===== src/glpc_pkg.sv =====
// ============================================================
// glpc_pkg: constants of the pin configuration block
// assumes a 10 MHz system clock and an AXI4-Lite byte address map
package glpc_pkg;
    // register byte offsets
    localparam logic [7:0] CFG_OFS = 8'h88;
    localparam logic [7:0] STS_OFS = 8'hC0;
    localparam logic [7:0] CLR_OFS = 8'hC4;
    localparam logic [7:0] ENA_OFS = 8'hC8;
    // reset value and writable bits of the configuration word
    localparam logic [31:0] CFG_RST = 32'h0000_0000;
    localparam logic [31:0] CFG_WMASK = 32'h7777_071F;
    localparam logic [31:0] PIN_DATA_MASK = 32'h0000_0007;
    // field positions
    localparam int LED_SEL_LSB = 28;
    localparam int IRQ_POL_LSB = 24;
    localparam int ROM_FN_LSB = 20;
    localparam int DRV_LSB = 16;
    localparam int DIR_LSB = 8;
    localparam int OOD_LSB = 3;
    localparam int PIN_DATA_LSB = 0;
    // rom pin function codes
    localparam logic [2:0] ROM_FN_ROM = 3'h0;
    localparam logic [2:0] ROM_FN_OUT34 = 3'h1;
    localparam logic [2:0] ROM_FN_RES2 = 3'h2;
    localparam logic [2:0] ROM_FN_O3_RXDV = 3'h3;
    localparam logic [2:0] ROM_FN_RES4 = 3'h4;
    localparam logic [2:0] ROM_FN_TXEN_O4 = 3'h5;
    localparam logic [2:0] ROM_FN_TXEN_RXDV = 3'h6;
    localparam logic [2:0] ROM_FN_CLKS = 3'h7;
    // timing: least active time of an interrupt level
    localparam int CLK_PERIOD_NS = 100;
    localparam int MIN_ACTIVE_NS = 40;
    localparam int MIN_ACTIVE_CYC_RAW = (MIN_ACTIVE_NS + CLK_PERIOD_NS - 1) / CLK_PERIOD_NS;
    localparam int MIN_ACTIVE_CYC = (MIN_ACTIVE_CYC_RAW < 1) ? 1 : MIN_ACTIVE_CYC_RAW;
    // bus responses
    localparam logic [1:0] RESP_OKAY = 2'h0;
    localparam logic [1:0] RESP_SLVERR = 2'h2;
endpackage


===== src/glpc_filt.sv =====
// ============================================================
// glpc_filt: per-bit minimum active time qualifier
// assumes synchronised inputs on the same clock
module glpc_filt #(
    parameter int WIDTH = 3,
    parameter int MIN_CYC = 1
) (
    // clock and reset
    input wire logic clk_in,
    input wire logic rst_n_in,
    // raw active levels and qualified levels
    input wire logic [WIDTH-1:0] act_in,
    output logic [WIDTH-1:0] ok_out
);
    localparam int CW = $clog2(MIN_CYC + 1);

    if (WIDTH < 1 || MIN_CYC < 1) begin : g_chk
        $error("glpc_filt: WIDTH and MIN_CYC must be at least 1");
    end

    for (genvar i = 0; i < WIDTH; i++) begin : g_bit
        logic [CW-1:0] cnt;
        logic [CW-1:0] next_cnt;
        // saturating count of consecutive active samples
        assign next_cnt = !act_in[i] ? '0 :
                          (cnt == CW'(MIN_CYC)) ? cnt : CW'(cnt + 1'b1);
        always_ff @(posedge clk_in) begin
            if (!rst_n_in) begin
                cnt <= '0;
                ok_out[i] <= 1'b0;
            end else begin
                cnt <= next_cnt;
                ok_out[i] <= (next_cnt >= CW'(MIN_CYC));
            end
        end
    end
endmodule // glpc_filt


===== src/glpc_sync.sv =====
// ============================================================
// glpc_sync: two flip-flop synchroniser for a vector of levels
// assumes each bit is an independent level from another domain
module glpc_sync #(
    parameter int WIDTH = 1
) (
    // clock and reset
    input wire logic clk_in,
    input wire logic rst_n_in,
    // levels
    input wire logic [WIDTH-1:0] d_in,
    output logic [WIDTH-1:0] q_out
);
    logic [WIDTH-1:0] meta;

    if (WIDTH < 1) begin : g_chk
        $error("glpc_sync: WIDTH must be at least 1");
    end

    // first stage read only by the second
    always_ff @(posedge clk_in) begin
        if (!rst_n_in) begin
            meta <= '0;
            q_out <= '0;
        end else begin
            meta <= d_in;
            q_out <= meta;
        end
    end
endmodule // glpc_sync


===== src/glpc_top.sv =====
// ============================================================
// glpc_top: pin configuration register, shared pins, rom pin mux
// assumes AXI4-Lite master on CLK_IN; LED and rom sources on CLK_IN
// Functional notes
// a set indicator select bit makes its shared pin an LED output, clear makes it a pin.
// a pin's status bit sets while the pin sits at the level its polarity bit selects.
// a pin status reaches the interrupt output only when its enable bit is set.
// an active level must last longer than 40 ns to count, shorter pulses are dropped; the code counts a level sampled at one clock edge (MIN_CYC 1).
// a 3-bit field picks the rom data and clock pin functions, two codes reserved.
// software must not change that field mid rom cycle nor write reserved codes.
// a drive type bit of one gives push-pull, zero gives open-drain output.
// a direction bit of one makes the pin an output, zero an input.
// output-only pins 3 and 4 follow written bits 3 and 4.
// data bits drive output pins and read back the sampled pin state.
// reserved bits read zero and ignore writes.
// output-only bits reach the rom pins only in their mode, else the chosen signal.
//
// The AXI4-Lite register port was chosen for this implementation.
module glpc_top #(
    parameter int ADDR_W = 8,
    parameter int MIN_CYC = glpc_pkg::MIN_ACTIVE_CYC
) (
    // clock and reset
    input wire logic CLK_IN,
    input wire logic RST_N_IN,
    // axi4-lite write address and data
    input wire logic AWVALID_IN,
    output logic AWREADY_OUT,
    input wire logic [ADDR_W-1:0] AWADDR_IN,
    input wire logic WVALID_IN,
    output logic WREADY_OUT,
    input wire logic [31:0] WDATA_IN,
    input wire logic [3:0] WSTRB_IN,
    // axi4-lite write response
    output logic BVALID_OUT,
    input wire logic BREADY_IN,
    output logic [1:0] BRESP_OUT,
    // axi4-lite read
    input wire logic ARVALID_IN,
    output logic ARREADY_OUT,
    input wire logic [ADDR_W-1:0] ARADDR_IN,
    output logic RVALID_OUT,
    input wire logic RREADY_IN,
    output logic [31:0] RDATA_OUT,
    output logic [1:0] RRESP_OUT,
    // shared led / general-purpose pins
    input wire logic [2:0] GPIO_IN,
    output logic [2:0] GPIO_OUT,
    output logic [2:0] GPIO_OE_OUT,
    input wire logic [2:0] LED_SRC_IN,
    // rom data and clock pins
    input wire logic ROM_DATA_IN,
    output logic ROM_DATA_OUT,
    output logic ROM_DATA_OE_OUT,
    output logic ROM_CLK_OUT,
    output logic ROM_CLK_OE_OUT,
    // serial rom controller side
    input wire logic ROM_DO_IN,
    input wire logic ROM_DOE_IN,
    input wire logic ROM_CLK_IN,
    output logic ROM_DI_OUT,
    // mii monitor signals
    input wire logic TX_EN_IN,
    input wire logic TX_CLK_IN,
    input wire logic RX_DV_IN,
    input wire logic RX_CLK_IN,
    // interrupt
    output logic IRQ_OUT
);
    if (ADDR_W < 8 || MIN_CYC < 1) begin : g_chk
        $error("glpc_top: ADDR_W must be >= 8 and MIN_CYC >= 1");
    end

    // ============================================================
    // state
    logic [31:0] cfg;
    logic [2:0] sts;
    logic [2:0] ena;
    logic [ADDR_W-1:0] aw_addr;
    logic [31:0] w_data;
    logic [3:0] w_strb;

    // ============================================================
    // input synchronisers and level qualifier
    logic [7:0] sync_q;
    logic [2:0] pin_s;
    logic rom_s;
    logic tx_en_s;
    logic tx_clk_s;
    logic rx_dv_s;
    logic rx_clk_s;
    logic [2:0] act;
    logic [2:0] filt_ok;

    glpc_sync #(.WIDTH(8)) u_sync (
        .clk_in(CLK_IN),
        .rst_n_in(RST_N_IN),
        .d_in({RX_CLK_IN, RX_DV_IN, TX_CLK_IN, TX_EN_IN, ROM_DATA_IN, GPIO_IN}),
        .q_out(sync_q)
    );
    assign pin_s = sync_q[2:0];
    assign rom_s = sync_q[3];
    assign tx_en_s = sync_q[4];
    assign tx_clk_s = sync_q[5];
    assign rx_dv_s = sync_q[6];
    assign rx_clk_s = sync_q[7];

    // ============================================================
    // configuration fields
    logic [2:0] led_sel;
    logic [2:0] pol;
    logic [2:0] rom_fn;
    logic [2:0] drv;
    logic [2:0] dir;
    logic [1:0] ood;
    logic [2:0] pin_data;
    assign led_sel = cfg[glpc_pkg::LED_SEL_LSB +: 3];
    assign pol = cfg[glpc_pkg::IRQ_POL_LSB +: 3];
    assign rom_fn = cfg[glpc_pkg::ROM_FN_LSB +: 3];
    assign drv = cfg[glpc_pkg::DRV_LSB +: 3];
    assign dir = cfg[glpc_pkg::DIR_LSB +: 3];
    assign ood = cfg[glpc_pkg::OOD_LSB +: 2];
    assign pin_data = cfg[glpc_pkg::PIN_DATA_LSB +: 3];

    // active when the pin matches its polarity
    assign act = ~(pin_s ^ pol);

    glpc_filt #(.WIDTH(3), .MIN_CYC(MIN_CYC)) u_filt (
        .clk_in(CLK_IN),
        .rst_n_in(RST_N_IN),
        .act_in(act),
        .ok_out(filt_ok)
    );

    // ============================================================
    // axi4-lite decode
    wire do_write = !AWREADY_OUT && !WREADY_OUT && !BVALID_OUT;
    wire do_read = ARVALID_IN && ARREADY_OUT;
    wire [5:0] w_idx = aw_addr[7:2];
    wire [5:0] r_idx = ARADDR_IN[7:2];
    wire w_cfg = w_idx == glpc_pkg::CFG_OFS[7:2];
    wire w_clr = w_idx == glpc_pkg::CLR_OFS[7:2];
    wire w_ena = w_idx == glpc_pkg::ENA_OFS[7:2];
    wire w_sts = w_idx == glpc_pkg::STS_OFS[7:2];
    wire w_hit = w_cfg || w_clr || w_ena || w_sts;
    wire r_cfg = r_idx == glpc_pkg::CFG_OFS[7:2];
    wire r_sts = r_idx == glpc_pkg::STS_OFS[7:2];
    wire r_ena = r_idx == glpc_pkg::ENA_OFS[7:2];
    wire r_clr = r_idx == glpc_pkg::CLR_OFS[7:2];
    wire r_hit = r_cfg || r_sts || r_ena || r_clr;
    wire [31:0] byte_mask = {{8{w_strb[3]}}, {8{w_strb[2]}}, {8{w_strb[1]}}, {8{w_strb[0]}}};
    wire [31:0] cfg_wmask = byte_mask & glpc_pkg::CFG_WMASK;
    wire [31:0] next_cfg = (cfg & ~cfg_wmask) | (w_data & cfg_wmask);
    wire [2:0] clr_pulse = (do_write && w_clr && w_strb[0]) ? w_data[2:0] : 3'h0;

    // read value: data bits show sampled pins, reserved bits zero
    wire [31:0] cfg_rd = (cfg & glpc_pkg::CFG_WMASK & ~glpc_pkg::PIN_DATA_MASK)
                       | {29'h0, pin_s};
    wire [31:0] rd_mux = r_cfg ? cfg_rd :
                         r_sts ? {29'h0, sts} :
                         r_ena ? {29'h0, ena} : 32'h0000_0000;

    // write handshake: address and data taken independently
    always_ff @(posedge CLK_IN) begin
        if (!RST_N_IN) begin
            AWREADY_OUT <= 1'b1;
            WREADY_OUT <= 1'b1;
            BVALID_OUT <= 1'b0;
            BRESP_OUT <= glpc_pkg::RESP_OKAY;
            aw_addr <= '0;
            w_data <= 32'h0000_0000;
            w_strb <= 4'h0;
        end else begin
            if (AWVALID_IN && AWREADY_OUT) begin
                AWREADY_OUT <= 1'b0;
                aw_addr <= AWADDR_IN;
            end
            if (WVALID_IN && WREADY_OUT) begin
                WREADY_OUT <= 1'b0;
                w_data <= WDATA_IN;
                w_strb <= WSTRB_IN;
            end
            if (do_write) begin
                BVALID_OUT <= 1'b1;
                BRESP_OUT <= w_hit ? glpc_pkg::RESP_OKAY : glpc_pkg::RESP_SLVERR;
            end
            if (BVALID_OUT && BREADY_IN) begin
                BVALID_OUT <= 1'b0;
                AWREADY_OUT <= 1'b1;
                WREADY_OUT <= 1'b1;
            end
        end
    end

    // read handshake: one read at a time
    always_ff @(posedge CLK_IN) begin
        if (!RST_N_IN) begin
            ARREADY_OUT <= 1'b1;
            RVALID_OUT <= 1'b0;
            RDATA_OUT <= 32'h0000_0000;
            RRESP_OUT <= glpc_pkg::RESP_OKAY;
        end else if (do_read) begin
            ARREADY_OUT <= 1'b0;
            RVALID_OUT <= 1'b1;
            RDATA_OUT <= rd_mux;
            RRESP_OUT <= r_hit ? glpc_pkg::RESP_OKAY : glpc_pkg::RESP_SLVERR;
        end else if (RVALID_OUT && RREADY_IN) begin
            ARREADY_OUT <= 1'b1;
            RVALID_OUT <= 1'b0;
        end
    end

    // ============================================================
    // registers written by software
    always_ff @(posedge CLK_IN) begin
        if (!RST_N_IN) begin
            cfg <= glpc_pkg::CFG_RST;
            ena <= 3'h0;
        end else if (do_write) begin
            if (w_cfg) begin
                cfg <= next_cfg;
            end
            if (w_ena && w_strb[0]) begin
                ena <= w_data[2:0];
            end
        end
    end

    // ============================================================
    // sticky status, set wins over clear; led pins raise nothing
    wire [2:0] sts_set = filt_ok & ~led_sel;
    wire [2:0] next_sts = (sts & ~clr_pulse) | sts_set;
    always_ff @(posedge CLK_IN) begin
        if (!RST_N_IN) begin
            sts <= 3'h0;
            IRQ_OUT <= 1'b0;
        end else begin
            sts <= next_sts;
            IRQ_OUT <= |(next_sts & ena);
        end
    end

    // ============================================================
    // shared pin drivers
    logic [2:0] next_pin_out;
    logic [2:0] next_pin_oe;
    for (genvar i = 0; i < 3; i++) begin : g_pin
        // led: push-pull; output: push-pull or open-drain; input: released
        assign next_pin_oe[i] = led_sel[i] | (dir[i] & (drv[i] | ~pin_data[i]));
        assign next_pin_out[i] = led_sel[i] ? LED_SRC_IN[i] : (drv[i] & pin_data[i]);
    end
    always_ff @(posedge CLK_IN) begin
        if (!RST_N_IN) begin
            GPIO_OUT <= 3'h0;
            GPIO_OE_OUT <= 3'h0;
        end else begin
            GPIO_OUT <= next_pin_out;
            GPIO_OE_OUT <= next_pin_oe;
        end
    end

    // ============================================================
    // rom pin function decode
    wire fn_rom = rom_fn == glpc_pkg::ROM_FN_ROM;
    wire fn_o34 = rom_fn == glpc_pkg::ROM_FN_OUT34;
    wire fn_o3rx = rom_fn == glpc_pkg::ROM_FN_O3_RXDV;
    wire fn_txo4 = rom_fn == glpc_pkg::ROM_FN_TXEN_O4;
    wire fn_txrx = rom_fn == glpc_pkg::ROM_FN_TXEN_RXDV;
    wire fn_clks = rom_fn == glpc_pkg::ROM_FN_CLKS;
    wire dat_o3 = fn_o34 || fn_o3rx;
    wire dat_txen = fn_txo4 || fn_txrx;
    wire clk_o4 = fn_o34 || fn_txo4;
    wire clk_rxdv = fn_o3rx || fn_txrx;
    // reserved codes leave both pins undriven
    wire next_rom_dat = fn_rom ? ROM_DO_IN : dat_o3 ? ood[0] : dat_txen ? tx_en_s :
                        fn_clks ? tx_clk_s : 1'b0;
    wire next_rom_dat_oe = fn_rom ? ROM_DOE_IN : (dat_o3 || dat_txen || fn_clks);
    wire next_rom_clk = fn_rom ? ROM_CLK_IN : clk_o4 ? ood[1] : clk_rxdv ? rx_dv_s :
                        fn_clks ? rx_clk_s : 1'b0;
    wire next_rom_clk_oe = fn_rom || clk_o4 || clk_rxdv || fn_clks;
    always_ff @(posedge CLK_IN) begin
        if (!RST_N_IN) begin
            ROM_DATA_OUT <= 1'b0;
            ROM_DATA_OE_OUT <= 1'b0;
            ROM_CLK_OUT <= 1'b0;
            ROM_CLK_OE_OUT <= 1'b0;
            ROM_DI_OUT <= 1'b0;
        end else begin
            ROM_DATA_OUT <= next_rom_dat;
            ROM_DATA_OE_OUT <= next_rom_dat_oe;
            ROM_CLK_OUT <= next_rom_clk;
            ROM_CLK_OE_OUT <= next_rom_clk_oe;
            ROM_DI_OUT <= rom_s;
        end
    end
endmodule // glpc_top


===== config.mk =====
export PLATFORM = sky130hd
export DESIGN_NAME = glpc_top
export DESIGN_NICKNAME = d
export VERILOG_FILES = /design/src/glpc_pkg.sv /design/src/glpc_filt.sv /design/src/glpc_sync.sv /design/src/glpc_top.sv
export SDC_FILE = /design/constraint.sdc
export NUM_CORES = 1
export LEC_CHECK = 0
export ABC_AREA = 0
export BUFFER_PORTS_ARGS = -buffer_cell sky130_fd_sc_hd__buf_2
export CAP_MARGIN = 0
export CORE_MARGIN = 3
export CORE_UTILIZATION = 35
export CTS_BUF_LIST = sky130_fd_sc_hd__clkbuf_16
export CTS_CLUSTER_SIZE = 28
export DETAILED_ROUTE_END_ITERATION = 7
export MAX_ROUTING_LAYER = met4
export PLACE_DENSITY = 0.65
export SYNTH_ARGS = -nofsm -noshare
export SYNTH_HDL_FRONTEND = slang
export SYNTH_HIERARCHICAL = 1
export SYNTH_SLANG_ARGS = --single-unit

===== constraint.sdc =====
create_clock -name CLK_IN -period 4.1 [get_ports CLK_IN]
set_input_delay 0.82 -clock CLK_IN [delete_from_list [all_inputs] [get_ports CLK_IN]]
set_output_delay 0.82 -clock CLK_IN [all_outputs]
set_load 0.05 [all_outputs]

## Word level (Yosys, flattened, before mapping)

Index checks and enable logic that the tools add are counted.

- $add $sub $neg: 3
- $mul: 0
- Divide/modulo/power cells: 0
- $lt $le $gt $ge: 3
- Eq/ne operators: 13
- Shift operators: 0
- Muxes and demuxes: 28
- Bitwise gates (word level): 29
- Reductions and logical operators: 34

Operators with widths:

| cell | count |
|---|---|
| 6-bit equality test (second input constant) | 8 |
| 32-bit by 31-bit AND with 32-bit output | 1 |
| 32-bit AND | 1 |
| 31-bit inverter with 32-bit output | 1 |
| 32-bit bitwise OR | 1 |
| 31-bit two-way mux | 1 |
| 31-bit by 3-bit bitwise OR with 31-bit output | 1 |
| 1-bit two-way mux | 22 |
| 1-bit logical OR | 15 |
| 1-bit logical AND | 10 |
| 3-bit AND | 3 |
| 3-bit equality test (second input constant) | 3 |
| 3-bit two-way mux | 3 |
| 3-bit inverter | 3 |
| 1-bit AND | 6 |
| 1-bit bitwise OR | 6 |
| 2-bit two-way mux | 2 |
| 1-bit inverter | 4 |
| 2-bit AND reduction | 2 |
| 1-bit adder (second input constant) | 3 |
| 3-bit by 1-bit equality test with 1-bit output (second input constant) | 1 |
| 3-bit by 2-bit equality test with 1-bit output (second input constant) | 1 |
| 1-bit >= comparator (second input constant) | 3 |
| 1-bit logical NOT | 3 |
| 6 further kinds | 6 |

- Flip-flop bits (word level): 157
- Latch bits: 0
- RAM bits: 0
- Memory bits (read-only): 0
- Input port bits: 73
- Output and inout bits: 53
- Logic and storage cells: 140
- Memories kept: 0

## Logic depth before layout (Yosys ltp)

Gate-level depths: netlist of run 1.

- Depth after elaboration: 11
- Depth in mapped cells: 6
- Gate-level depth less buffers: 4

## Cells and area by module

The synthesis of run 1 kept the hierarchy.

Modules (own cells, without submodules):

| module | times used | cells each | area an instance (µm²) |
|---|---|---|---|
| glpc_top | 1 | 444 | 3,819.9 |
| glpc_sync | 1 | 33 | 446.7 |
| glpc_filt | 1 | 9 | 101.3 |

## Worst setup path before layout of run 1

No wires, ideal clock.

- Path type: input port to flip-flop
- Start: input ARADDR_IN[2]
- End: register RDATA_OUT[17]
- Arrival time: 2.006 ns
- Data required time: 4.034 ns
- Path slack: 2.028 ns
- Stages on the path: 5
- Path buffers: 1
- Cells stage by stage: or4b_4 -> nor3b_4 -> o21ai_4 -> buf_6 -> a21oi_2

- Longest elaborated chain between the ends: 2

Ends and longest elaborated chain:

| what | line | RTL |
|---|---|---|
| start: declaration | glpc_top.sv:41 | `input wire logic [ADDR_W-1:0] ARADDR_IN,` |
| 6-bit equality test | glpc_top.sv:146 | `wire r_cfg = r_idx == glpc_pkg::CFG_OFS[7:2];` |
| 31-bit two-way mux | glpc_top.sv:159 | `wire [31:0] rd_mux = r_cfg ? cfg_rd :` |
| end signal: assignment | glpc_top.sv:205 | `RDATA_OUT <= rd_mux;` |
| end: declaration | glpc_top.sv:44 | `output logic [31:0] RDATA_OUT,` |

No other way between the ends.
A chain may end at the register's enable or synchronous reset.

## Final worst setup path of run 1

- Start: register AWREADY_OUT
- End: output AWREADY_OUT

RTL lines:

| what | line | RTL |
|---|---|---|
| start: declaration | glpc_top.sv:28 | `output logic AWREADY_OUT,` |
| start signal: assignment | glpc_top.sv:166 | `AWREADY_OUT <= 1'b1;` |
| start signal: assignment | glpc_top.sv:175 | `AWREADY_OUT <= 1'b0;` |
| start signal: assignment | glpc_top.sv:189 | `AWREADY_OUT <= 1'b1;` |

No word-level cell between the ends.

==> results.yml, run 1 <==
drt:
  top_layer_used: "met4"
  wirelength_mm: 10.6
  wl_met2_mm: 5.24
  viasPerCell: 4.71
  drt-wirelength-per-cell_um: 14.1
  antenna_left: 0
  initialDrtViolationCount: 129
  wl_met1_mm: 4.68
  wl_met3_um: 528
  firstDrtPassIters: 6
  drc_errors: 0
  num_vias: 3538
power_and_ir_drop:
  combPwrFrac_pct: 7.2
  seqPwrFrac_pct: 40.8
  p_leak_nw: 2.35
  swShare_pct: 23.1
  intPower_mw: 2.21
  power.density_nw_per_um2: 526
  ir_worst_vdd_mv: 0.314
  clock_power_share_pct: 52.1
  total_power_mw: 2.87
  p_sw_mw: 0.664
cts:
  clockBufferDepth: 2
  clock_sinks: 114
  numCtsBuffers: 17
  cts_root_buf: "clkbuf_16"
  cts_resized: 0
  clk_latency_ns: 0.41
  cts_tree: "built"
  cts.htree.levels: 4
  post-cts-setup-buffers: 0
  clkTransAtPathRegs_ns: 0.05
  ctsHoldBuffers: 0
finish:
  areaGrowthSynthToFinish_pct: 24.9
  n_antenna_cell: 0
  final_common_cell: "dfxtp_1"
  layout-drive-gt1-share_pct: 26.1
  final_nets: 643
  layout_common_cells: "dfxtp_1, nand2_1, buf_2"
  finish.instance_area_sq_um: 5460
timing:
  skew_ns: 0.00943
  fin_tns_setup_ns: 0
  rsz0062_at_grt: "no"
  worstMarginPinSlew_ns: 0.894
  max_freq_mhz: 483
  fin_crit_ns: 2.07
  finalMaxSlewViolations: 0
  period_share_pct: 50.5
  setup_viol: 0
  final_hold_viol_count: 0
  relSlewSlack_pct: 40.4
synthesis:
  synth-edff-count: 0
  synth_area_leader_cell: "dfxtp_1"
  synth_top_area_share_pct: 52.2
  synth_area_leaders: "dfxtp_1, nand2_1, mux2i_1"
  ys_types: 36
  synth-main-ff-cell: "dfxtp_1"
  synth-seq-area-share_pct: 52.2
  synthArstFlopShare_pct: 0
  syn-instance-count: 486
  ys_seq_elements: 114
  avgSynthCellArea_sq_um: 8.99
  synth_warnings: 6
  syn_area_sq_um: 4370
placed_design:
  place_area_sq_um: 4860
  dp_hpwl_mm: 7.31
  gp_congestion: 0.779
  portBuffers: 95
hold_path:
  hold_depth: 1
  holdPathEnd: "u_sync/q_out[4]$_SDFF_PN0_"
  hold_path_class: "reg2reg"
  worstHoldStart: "u_sync/meta[4]$_SDFF_PN0_"
die:
  rows: 40
  die_area_sq_um: 13900
  initial_utilization_pct: 36.1
  fp.dieH_um: 118
  core_area_sq_um: 12100
  die_w_um: 118
  io_pins: 126
setup_path:
  worstSetupStartpointType: "flip-flop"
  cpMaxStageDelayCell: "dfxtp_1"
  worstPathMaxFanout: 11
  cp_data_arrival_time_ns: 1.25
  rrSetupSlack_ns: 2.05
  cp_cell_sequence: "buf_2"
  r2r_cells: 4
  cp.required_ns: 3.28
  end_kind: "primary output"
  critPathBufInv: 1
  critical_path.top_delay_family: "flip-flops"
  critPathKind: "reg2out"
  timing.rr.start: "AWREADY_OUT$_SDFFE_PP1P_"
  cpPeakStageDelay_ns: 0.51
status:
  status: "finished clean"
global_routing:
  track_usage_pct: 15.9
  grt_pass1_vias: 3466
  grt_pass1_wl_mm: 17.0
  antenna_found_initial: 0
  grt_start_max_net_pins: 45
  grt-ovfl-total: 0
job:
  drv_cap: 0
## per-stage QoR
| step | instances | hold WS, ns | utilization (%) | setup slack, ns |
|---|---|---|---|---|
| after floorplan | 499 | 0.412 | - | 2.03 |
| after global placement | 719 | 0.414 | 40.1 | 1.80 |
| after detailed placement | 719 | 0.420 | 40.1 | 1.76 |
| after CTS | 751 | 0.426 | 45.1 | 2.00 |
| after global routing | 751 | 0.444 | 45.1 | 1.93 |
| final | 751 | 0.424 | 45.1 | 2.03 |
## kinds of logic after synthesis
family / count (synthesis) / synth area share, %
and+or+nand+nor: 198 / 21.7
DFF: 114 / 52.2
AOI/OAI and AO/OA: 92 / 12.3
buffers and inverters: 48 / 6.13
muxes: 29 / 6.65
xor gates and xnor gates: 4 / 0.802
other: 1 / 0.0859
## how the worst max path moves through the flow
stage	startpoint	endpoint	depth (start not counted)
final	AWREADY_OUT$_SDFFE_PP1P_	AWREADY_OUT	1
after global routing	AWREADY_OUT$_SDFFE_PP1P_	flip-flop	4
after CTS	AWREADY_OUT$_SDFFE_PP1P_	AWREADY_OUT	1
after detailed placement	ARADDR_IN[2]	RDATA_OUT[16]$_SDFFE_PN0P_	5
after global placement	ARADDR_IN[2]	RDATA_OUT[10]$_SDFFE_PN0P_	5
after floorplan	ARADDR_IN[2]	RDATA_OUT[17]$_SDFFE_PN0P_	5
## cell usage after synthesis (6+ instances only)
cell type	number
and2_1	11
nand3_1	6
dfxtp_1	114
o21ai_0	16
clkbuf_1	20
nor2_1	41
a21oi_1	57
a21oi_2	10
mux2i_1	29
and2_2	12
buf_4	18
nand2_1	95
nor2b_1	14
## worst reg2reg max path, stage by stage (launching register included)
cell and delay (ns):
dfxtp_1 0.40, nor4b_1 0.64, nand4b_1 0.53, mux2i_1 0.31, nor2_1 0.06
## per-layer routing
metal  up-vias  track usage (%)
met4         0             5.79
li1       1753                -
met3        11             5.53
met2        94             25.4
met5         -                -
met1      1680             18.7
## final cells by class
| cell class | instances | area [sq um] |
|---|---|---|
| fillers | 1215 | 6660 |
| multi-input cells | 337 | 1870 |
| inverters | 4 | 15.0 |
| flip-flops and latches | 114 | 2280 |
| clock buffers | 17 | 425 |
| clock inverters | 15 | 174 |
| repair buffers | 96 | 483 |
| well taps | 168 | 210 |
## power by group through the flow
stage	logic (mW)	registers, mW	clock network [mW]
after floorplan	0.133	1.22	0
after global placement	0.203	1.19	0
after detailed placement	0.206	1.19	0
after CTS	0.207	1.17	1.52
after global routing	0.226	1.18	1.58
final	0.205	1.17	1.49
No activity file was read; power rests on OpenSTA's default activity.
==> run 2: changes to the inputs <==
--- a/config.mk
+++ b/config.mk
@@ -14,7 +14,7 @@
 export CTS_CLUSTER_SIZE = 28
 export DETAILED_ROUTE_END_ITERATION = 7
 export MAX_ROUTING_LAYER = met4
-export PLACE_DENSITY = 0.65
+export PLACE_DENSITY = 0.67
 export SYNTH_ARGS = -nofsm -noshare
 export SYNTH_HDL_FRONTEND = slang
 export SYNTH_HIERARCHICAL = 1
==> constraint.sdc (replaced) <==
create_clock -name CLK_IN -period 1.7 [get_ports CLK_IN]
set_input_delay 0.34 -clock CLK_IN [delete_from_list [all_inputs] [get_ports CLK_IN]]
set_output_delay 0.34 -clock CLK_IN [all_outputs]
set_load 0.05 [all_outputs]
==> run 2 against run 1 <==
  * Core utilization increased by 1.3 points
  * Via count decreased by 1.1%
  * Largest power group unchanged
  * Clock power increased to 2.5 times the previous value
  * Count of clock-buffer cells in the layout unchanged
==> results.yml, run 2 (synthesis results as in run 1) <==
status:
  status: "finished clean"
timing:
  final_hold_viol_count: 0
  fin_crit_ns: 1.56
  period_share_pct: 91.9
  timing.hold.ws_ns: 0.145
  skew_ns: 0.00660
  relSlewSlack_pct: 56.4
  setup_ws_ns: 0.138
  worstMarginPinSlew_ns: 0.651
  rsz0062_at_grt: "no"
  max_freq_mhz: 640
  setup_viol: 0
  finalMaxSlewViolations: 0
setup_path:
  cpMaxStageDelayCell: "dfxtp_1"
  cp_cell_sequence: "buf_4 > buf_2"
  timing.rr.start: "aw_addr[4]$_SDFFE_PN0P_"
  r2r_cells: 4
  worstPathMaxFanout: 9
  critPathKind: "reg2out"
  end_kind: "primary output"
  critical_path_depth: 2
  cp.required_ns: 1.36
  critical_path.top_delay_family: "buffers and inverters"
  startpoint: "AWREADY_OUT$_SDFFE_PP1P_"
  cpPeakStageDelay_ns: 0.37
  critPathBufInv: 2
  cp_data_arrival_time_ns: 1.22
  worstSetupStartpointType: "flip-flop"
drt:
  firstDrtPassIters: 4
  drc_errors: 0
  antenna_left: 0
  viasPerCell: 4.57
  drt-wirelength-per-cell_um: 13.6
  num_vias: 3498
  initialDrtViolationCount: 188
  wirelength_mm: 10.4
finish:
  n_fill_cell: 1193
  areaGrowthSynthToFinish_pct: 28.5
  layout-drive-gt1-share_pct: 28.4
  layout_common_cells: "dfxtp_1, nand2_1, buf_2"
  finalNonFillerCells: 766
  final_common_cell: "dfxtp_1"
  n_antenna_cell: 0
  final_nets: 658
power_and_ir_drop:
  seqPwrFrac_pct: 39.7
  power.density_nw_per_um2: 1260
  swShare_pct: 22.6
  combPwrFrac_pct: 7.5
  ir_worst_vdd_mv: 0.554
  clock_power_share_pct: 52.8
  intPower_mw: 5.50
  p_leak_nw: 2.45
  p_sw_mw: 1.60
  total_power_mw: 7.10
global_routing:
  grt_pass1_vias: 3459
  grt_pass1_wl_mm: 16.8
  antenna_found_initial: 0
  track_usage_pct: 15.7
  grt-ovfl-total: 0
  grt_start_max_net_pins: 68
hold_path:
  hold_path_class: "in2reg"
  worstHoldStart: "RX_CLK_IN"
  hold_depth: 2
cts:
  clk_latency_ns: 0.41
  post-cts-setup-buffers: 0
  cts_tree: "built"
  cts_resized: 0
  ctsHoldBuffers: 0
  clkTransAtPathRegs_ns: 0.05
  clockBufferDepth: 2
  numCtsBuffers: 17
  cts_root_buf: "clkbuf_16"
  cts.htree.levels: 4
  clock_sinks: 114
die:
  rows: 40
  core_area_sq_um: 12100
  fp.dieH_um: 118
  initial_utilization_pct: 36.1
  die_w_um: 118
  io_pins: 126
  die_area_sq_um: 13900
placed_design:
  dp_hpwl_mm: 7.32
  gp_congestion: 0.774
  portBuffers: 95
  pre_cts_slack_ns: -0.0419
  dp_cells: 734
job:
  drv_cap: 0
run 2: per-stage QoR:
| step | util, % | TNS (ns) | cell area [sq um] |
|---|---|---|---|
| global placement | 41.2 | 0 | 4990 |
| CTS | 46.3 | 0 | 5610 |
| finish | 46.3 | 0 | 5610 |
| floorplan | - | 0 | 4420 |
| global route | 46.3 | 0 | 5610 |
| detailed placement | 41.2 | -0.216 | 4990 |
run 2: path summary, 6_finish.rpt:
check	slack, ns	to
min	0.15	u_sync/meta[7]$_SDFF_PN0_
min reg2reg	0.43	u_sync/q_out[3]$_SDFF_PN0_
max	0.14	AWREADY_OUT
max reg2reg	0.15	flip-flop
run 2: power groups by stage:
| stage | clock network [mW] | registers [mW] | logic, mW |
|---|---|---|---|
| 2_1_floorplan | 0 | 2.94 | 0.322 |
| 3_3_place_gp | 0 | 2.87 | 0.523 |
| 3_5_place_dp | 0 | 2.88 | 0.530 |
| 4_1_cts | 3.81 | 2.82 | 0.533 |
| 5_1_grt | 3.93 | 2.83 | 0.578 |
| 6_report | 3.75 | 2.82 | 0.530 |
run 2: area by class of cell:
cell class              instances  area, sq um  share of cell area (%)
clock inverters                15          198                    3.52
well taps                     168          210                    3.74
flip-flops and latches        114         2280                    40.7
inverters                       4         15.0                   0.267
multi-input cells             337         1870                    33.4
clock buffers                  17          425                    7.58
repair buffers                111          608                    10.8
run 2: per-layer routing:
metal  track usage, %  share of wire [%]
met4             6.89               0.68
met3             4.61                5.2
met5                -                  0
met1             17.8                 43
met2             25.9                 51
==> run 3: changes to the inputs <==
--- a/config.mk
+++ b/config.mk
@@ -5,14 +5,16 @@
 export SDC_FILE = /design/constraint.sdc
 export NUM_CORES = 1
 export LEC_CHECK = 0
-export ABC_AREA = 0
+export ABC_AREA = 1
 export BUFFER_PORTS_ARGS = -buffer_cell sky130_fd_sc_hd__buf_2
 export CAP_MARGIN = 0
+export CORE_ASPECT_RATIO = 1.25
 export CORE_MARGIN = 3
 export CORE_UTILIZATION = 35
 export CTS_BUF_LIST = sky130_fd_sc_hd__clkbuf_16
 export CTS_CLUSTER_SIZE = 28
 export DETAILED_ROUTE_END_ITERATION = 7
+export GPL_TIMING_DRIVEN = 0
 export MAX_ROUTING_LAYER = met4
 export PLACE_DENSITY = 0.67
 export SYNTH_ARGS = -nofsm -noshare
==> run 3 against run 2 <==
  * Non-clock buffer count is 21 higher
  * Worst setup slack improved by 0.13 ns
  * First-iteration DRC count increased by 37%
==> results.yml, run 3 <==
cts:
  clkTransAtPathRegs_ns: 0.05
  post-cts-setup-buffers: 0
  ctsHoldBuffers: 0
  cts_resized: 0
  numCtsBuffers: 17
  cts_tree: "built"
  clockBufferDepth: 2
  clk_latency_ns: 0.41
  cts_root_buf: "clkbuf_16"
  cts.htree.levels: 4
  clock_sinks: 114
timing:
  rsz0062_at_grt: "no"
  skew_ns: 0.0125
  fin_crit_ns: 1.43
  finalMaxSlewViolations: 0
  relSlewSlack_pct: 66.0
  fin_tns_setup_ns: 0
  setup_viol: 0
  max_freq_mhz: 698
  timing.hold.ws_ns: 0.119
  worstMarginPinSlew_ns: 0.509
  final_hold_viol_count: 0
  period_share_pct: 84.2
hold_path:
  worstHoldStart: "RX_DV_IN"
  hold_depth: 3
  hold_path_class: "in2reg"
  holdPathEnd: "u_sync/meta[6]$_SDFF_PN0_"
die:
  rows: 45
  core_area_sq_um: 12200
  die_w_um: 106
  io_pins: 126
  fp.dieH_um: 131
  initial_utilization_pct: 36.1
  die_area_sq_um: 14000
synthesis:
  synth_area_leaders: "dfxtp_1, o21ai_0, nor2_1"
  ys_types: 31
  synth_warnings: 6
  synth_top_area_share_pct: 51.8
  yosysMostFrequentCell: "dfxtp_1"
  avgSynthCellArea_sq_um: 8.09
  synth_common_cells: "dfxtp_1, nor2_1, o21ai_0, nand2_1, inv_1"
  syn_area_sq_um: 4410
  syn-instance-count: 545
  synthArstFlopShare_pct: 0
  synth-main-ff-cell: "dfxtp_1"
  synth_area_leader_cell: "dfxtp_1"
  synth-edff-count: 0
  synth-seq-area-share_pct: 51.8
  ys_seq_elements: 114
power_and_ir_drop:
  ir_worst_vdd_mv: 0.547
  power.density_nw_per_um2: 1210
  p_leak_nw: 2.71
setup_path:
  worstPathMaxFanout: 3
  end_kind: "flip-flop"
  cpPeakStageDelay_ns: 0.39
  cp_cell_sequence: "nand2_1 > inv_1 > nand2_1 > nor2_1 > nand3_1 > nand2_1 > nand2_1 > nand3_1 > nand3_1"
  timing.rr.start: "aw_addr[6]$_SDFFE_PN0P_"
  rrSetupSlack_ns: 0.27
  r2r_cells: 9
  cp.required_ns: 1.97
  cp_data_arrival_time_ns: 1.71
  cpMostUsedCell: "nand2_1"
  cpMaxStageDelayCell: "dfxtp_1"
  critPathKind: "reg2reg"
  r2r_end: "IRQ_OUT$_SDFF_PN0_"
  worstSetupStartpointType: "flip-flop"
drt:
  viasPerCell: 4.54
  initialDrtViolationCount: 257
  firstDrtPassIters: 5
  antenna_left: 0
  wirelength_mm: 11.4
  drt-wirelength-per-cell_um: 13.4
  num_vias: 3862
  drc_errors: 0
global_routing:
  grt_pass1_vias: 3859
  grt_pass1_wl_mm: 18.1
  grt_start_max_net_pins: 17
  track_usage_pct: 17.0
  grt-ovfl-total: 0
  antenna_found_initial: 0
status:
  status: "finished clean"
finish:
  finalNonFillerCells: 850
  ff_latch_area_sq_um: 2280
  final_util_pct: 46.6
  final_common_cell: "dfxtp_1"
  n_fill_cell: 1226
  layout_common_cells: "dfxtp_1, nor2_1, buf_2"
  layout-drive-gt1-share_pct: 26.3
  multi_input_area_sq_um: 1740
  areaGrowthSynthToFinish_pct: 29.1
  final_nets: 745
placed_design:
  gp_congestion: 0.855
  portBuffers: 95
  dp_hpwl_mm: 8.58
  dp_cells: 817
job:
  drv_cap: 0
-- run 3: worst max-delay path, delay by kind of cell, from the launching register on --
| kind | cells | cell delay (ns) |
|---|---|---|
| AND/OR/NAND/NOR | 8 | 0.84 |
| flip-flops | 1 | 0.39 |
| buffers and inverters | 1 | 0.06 |
-- run 3: cell families after synthesis --
logic type                synth area share, %
other                                  0.0851
and+or+nand+nor                          22.6
DFF                                      51.8
xor gates and xnor gates                0.596
AOI/OAI and AO/OA                        15.0
buffers and inverters                    9.88
-- run 3: through the flow --
stage                     power [mW]  setup slack (ns)  area (sq um)
after floorplan                 3.46             0.211          4460
after global placement          3.65             0.241          5140
after detailed placement        3.67             0.198          5140
after CTS                       6.94             0.281          5690
after global routing            7.14             0.153          5690
final                           6.89             0.268          5690
-- run 3: report_power, final --
group | switching (mW) | leakage [nW] | internal (mW)
Sequential | 0.0724 | 0.936 | 2.81
Combinational | 0.511 | 1.51 | 0.224
Clock | 1.17 | 0.267 | 2.10
-- run 3: worst max-delay path by stage --
stage                                        start                          to  slack [ns]  cells after the start
after floorplan           ARREADY_OUT$_SDFFE_PN1P_  RDATA_OUT[10]$_SDFFE_PN0P_        0.21                      5
after global routing       aw_addr[6]$_SDFFE_PN0P_          IRQ_OUT$_SDFF_PN0_        0.15                      9
after detailed placement                  RST_N_IN           sts[2]$_SDFF_PN0_        0.20                      4
after CTS                  WREADY_OUT$_SDFFE_PP1P_                   flip-flop        0.28                      6
after global placement                    RST_N_IN     w_data[10]$_SDFFE_PN0P_        0.24                      5
final                      aw_addr[6]$_SDFFE_PN0P_          IRQ_OUT$_SDFF_PN0_        0.27                      9
-- run 3: routing by layer --
| metal | global-route usage [%] | vias to the layer above | wire (um) |
|---|---|---|---|
| met5 | - | - | 0 |
| met4 | 8.64 | 0 | 334 |
| met3 | 4.62 | 31 | 647 |
| met2 | 28.9 | 120 | 5720 |
| met1 | 18.0 | 1714 | 4650 |
| li1 | - | 1997 | - |
-- run 3: final cells by class --
type / instances / share of cell area [%]
Sequential cell: 114 / 40.1
Multi-Input combinational cell: 355 / 30.5
Timing Repair Buffer: 95 / 8.36
Clock buffer: 17 / 7.48
Buffer: 37 / 4.22
Tap cell: 164 / 3.61
Inverter: 52 / 3.43
Clock inverter: 15 / 2.20
Antenna cell: 1 / 0.0440
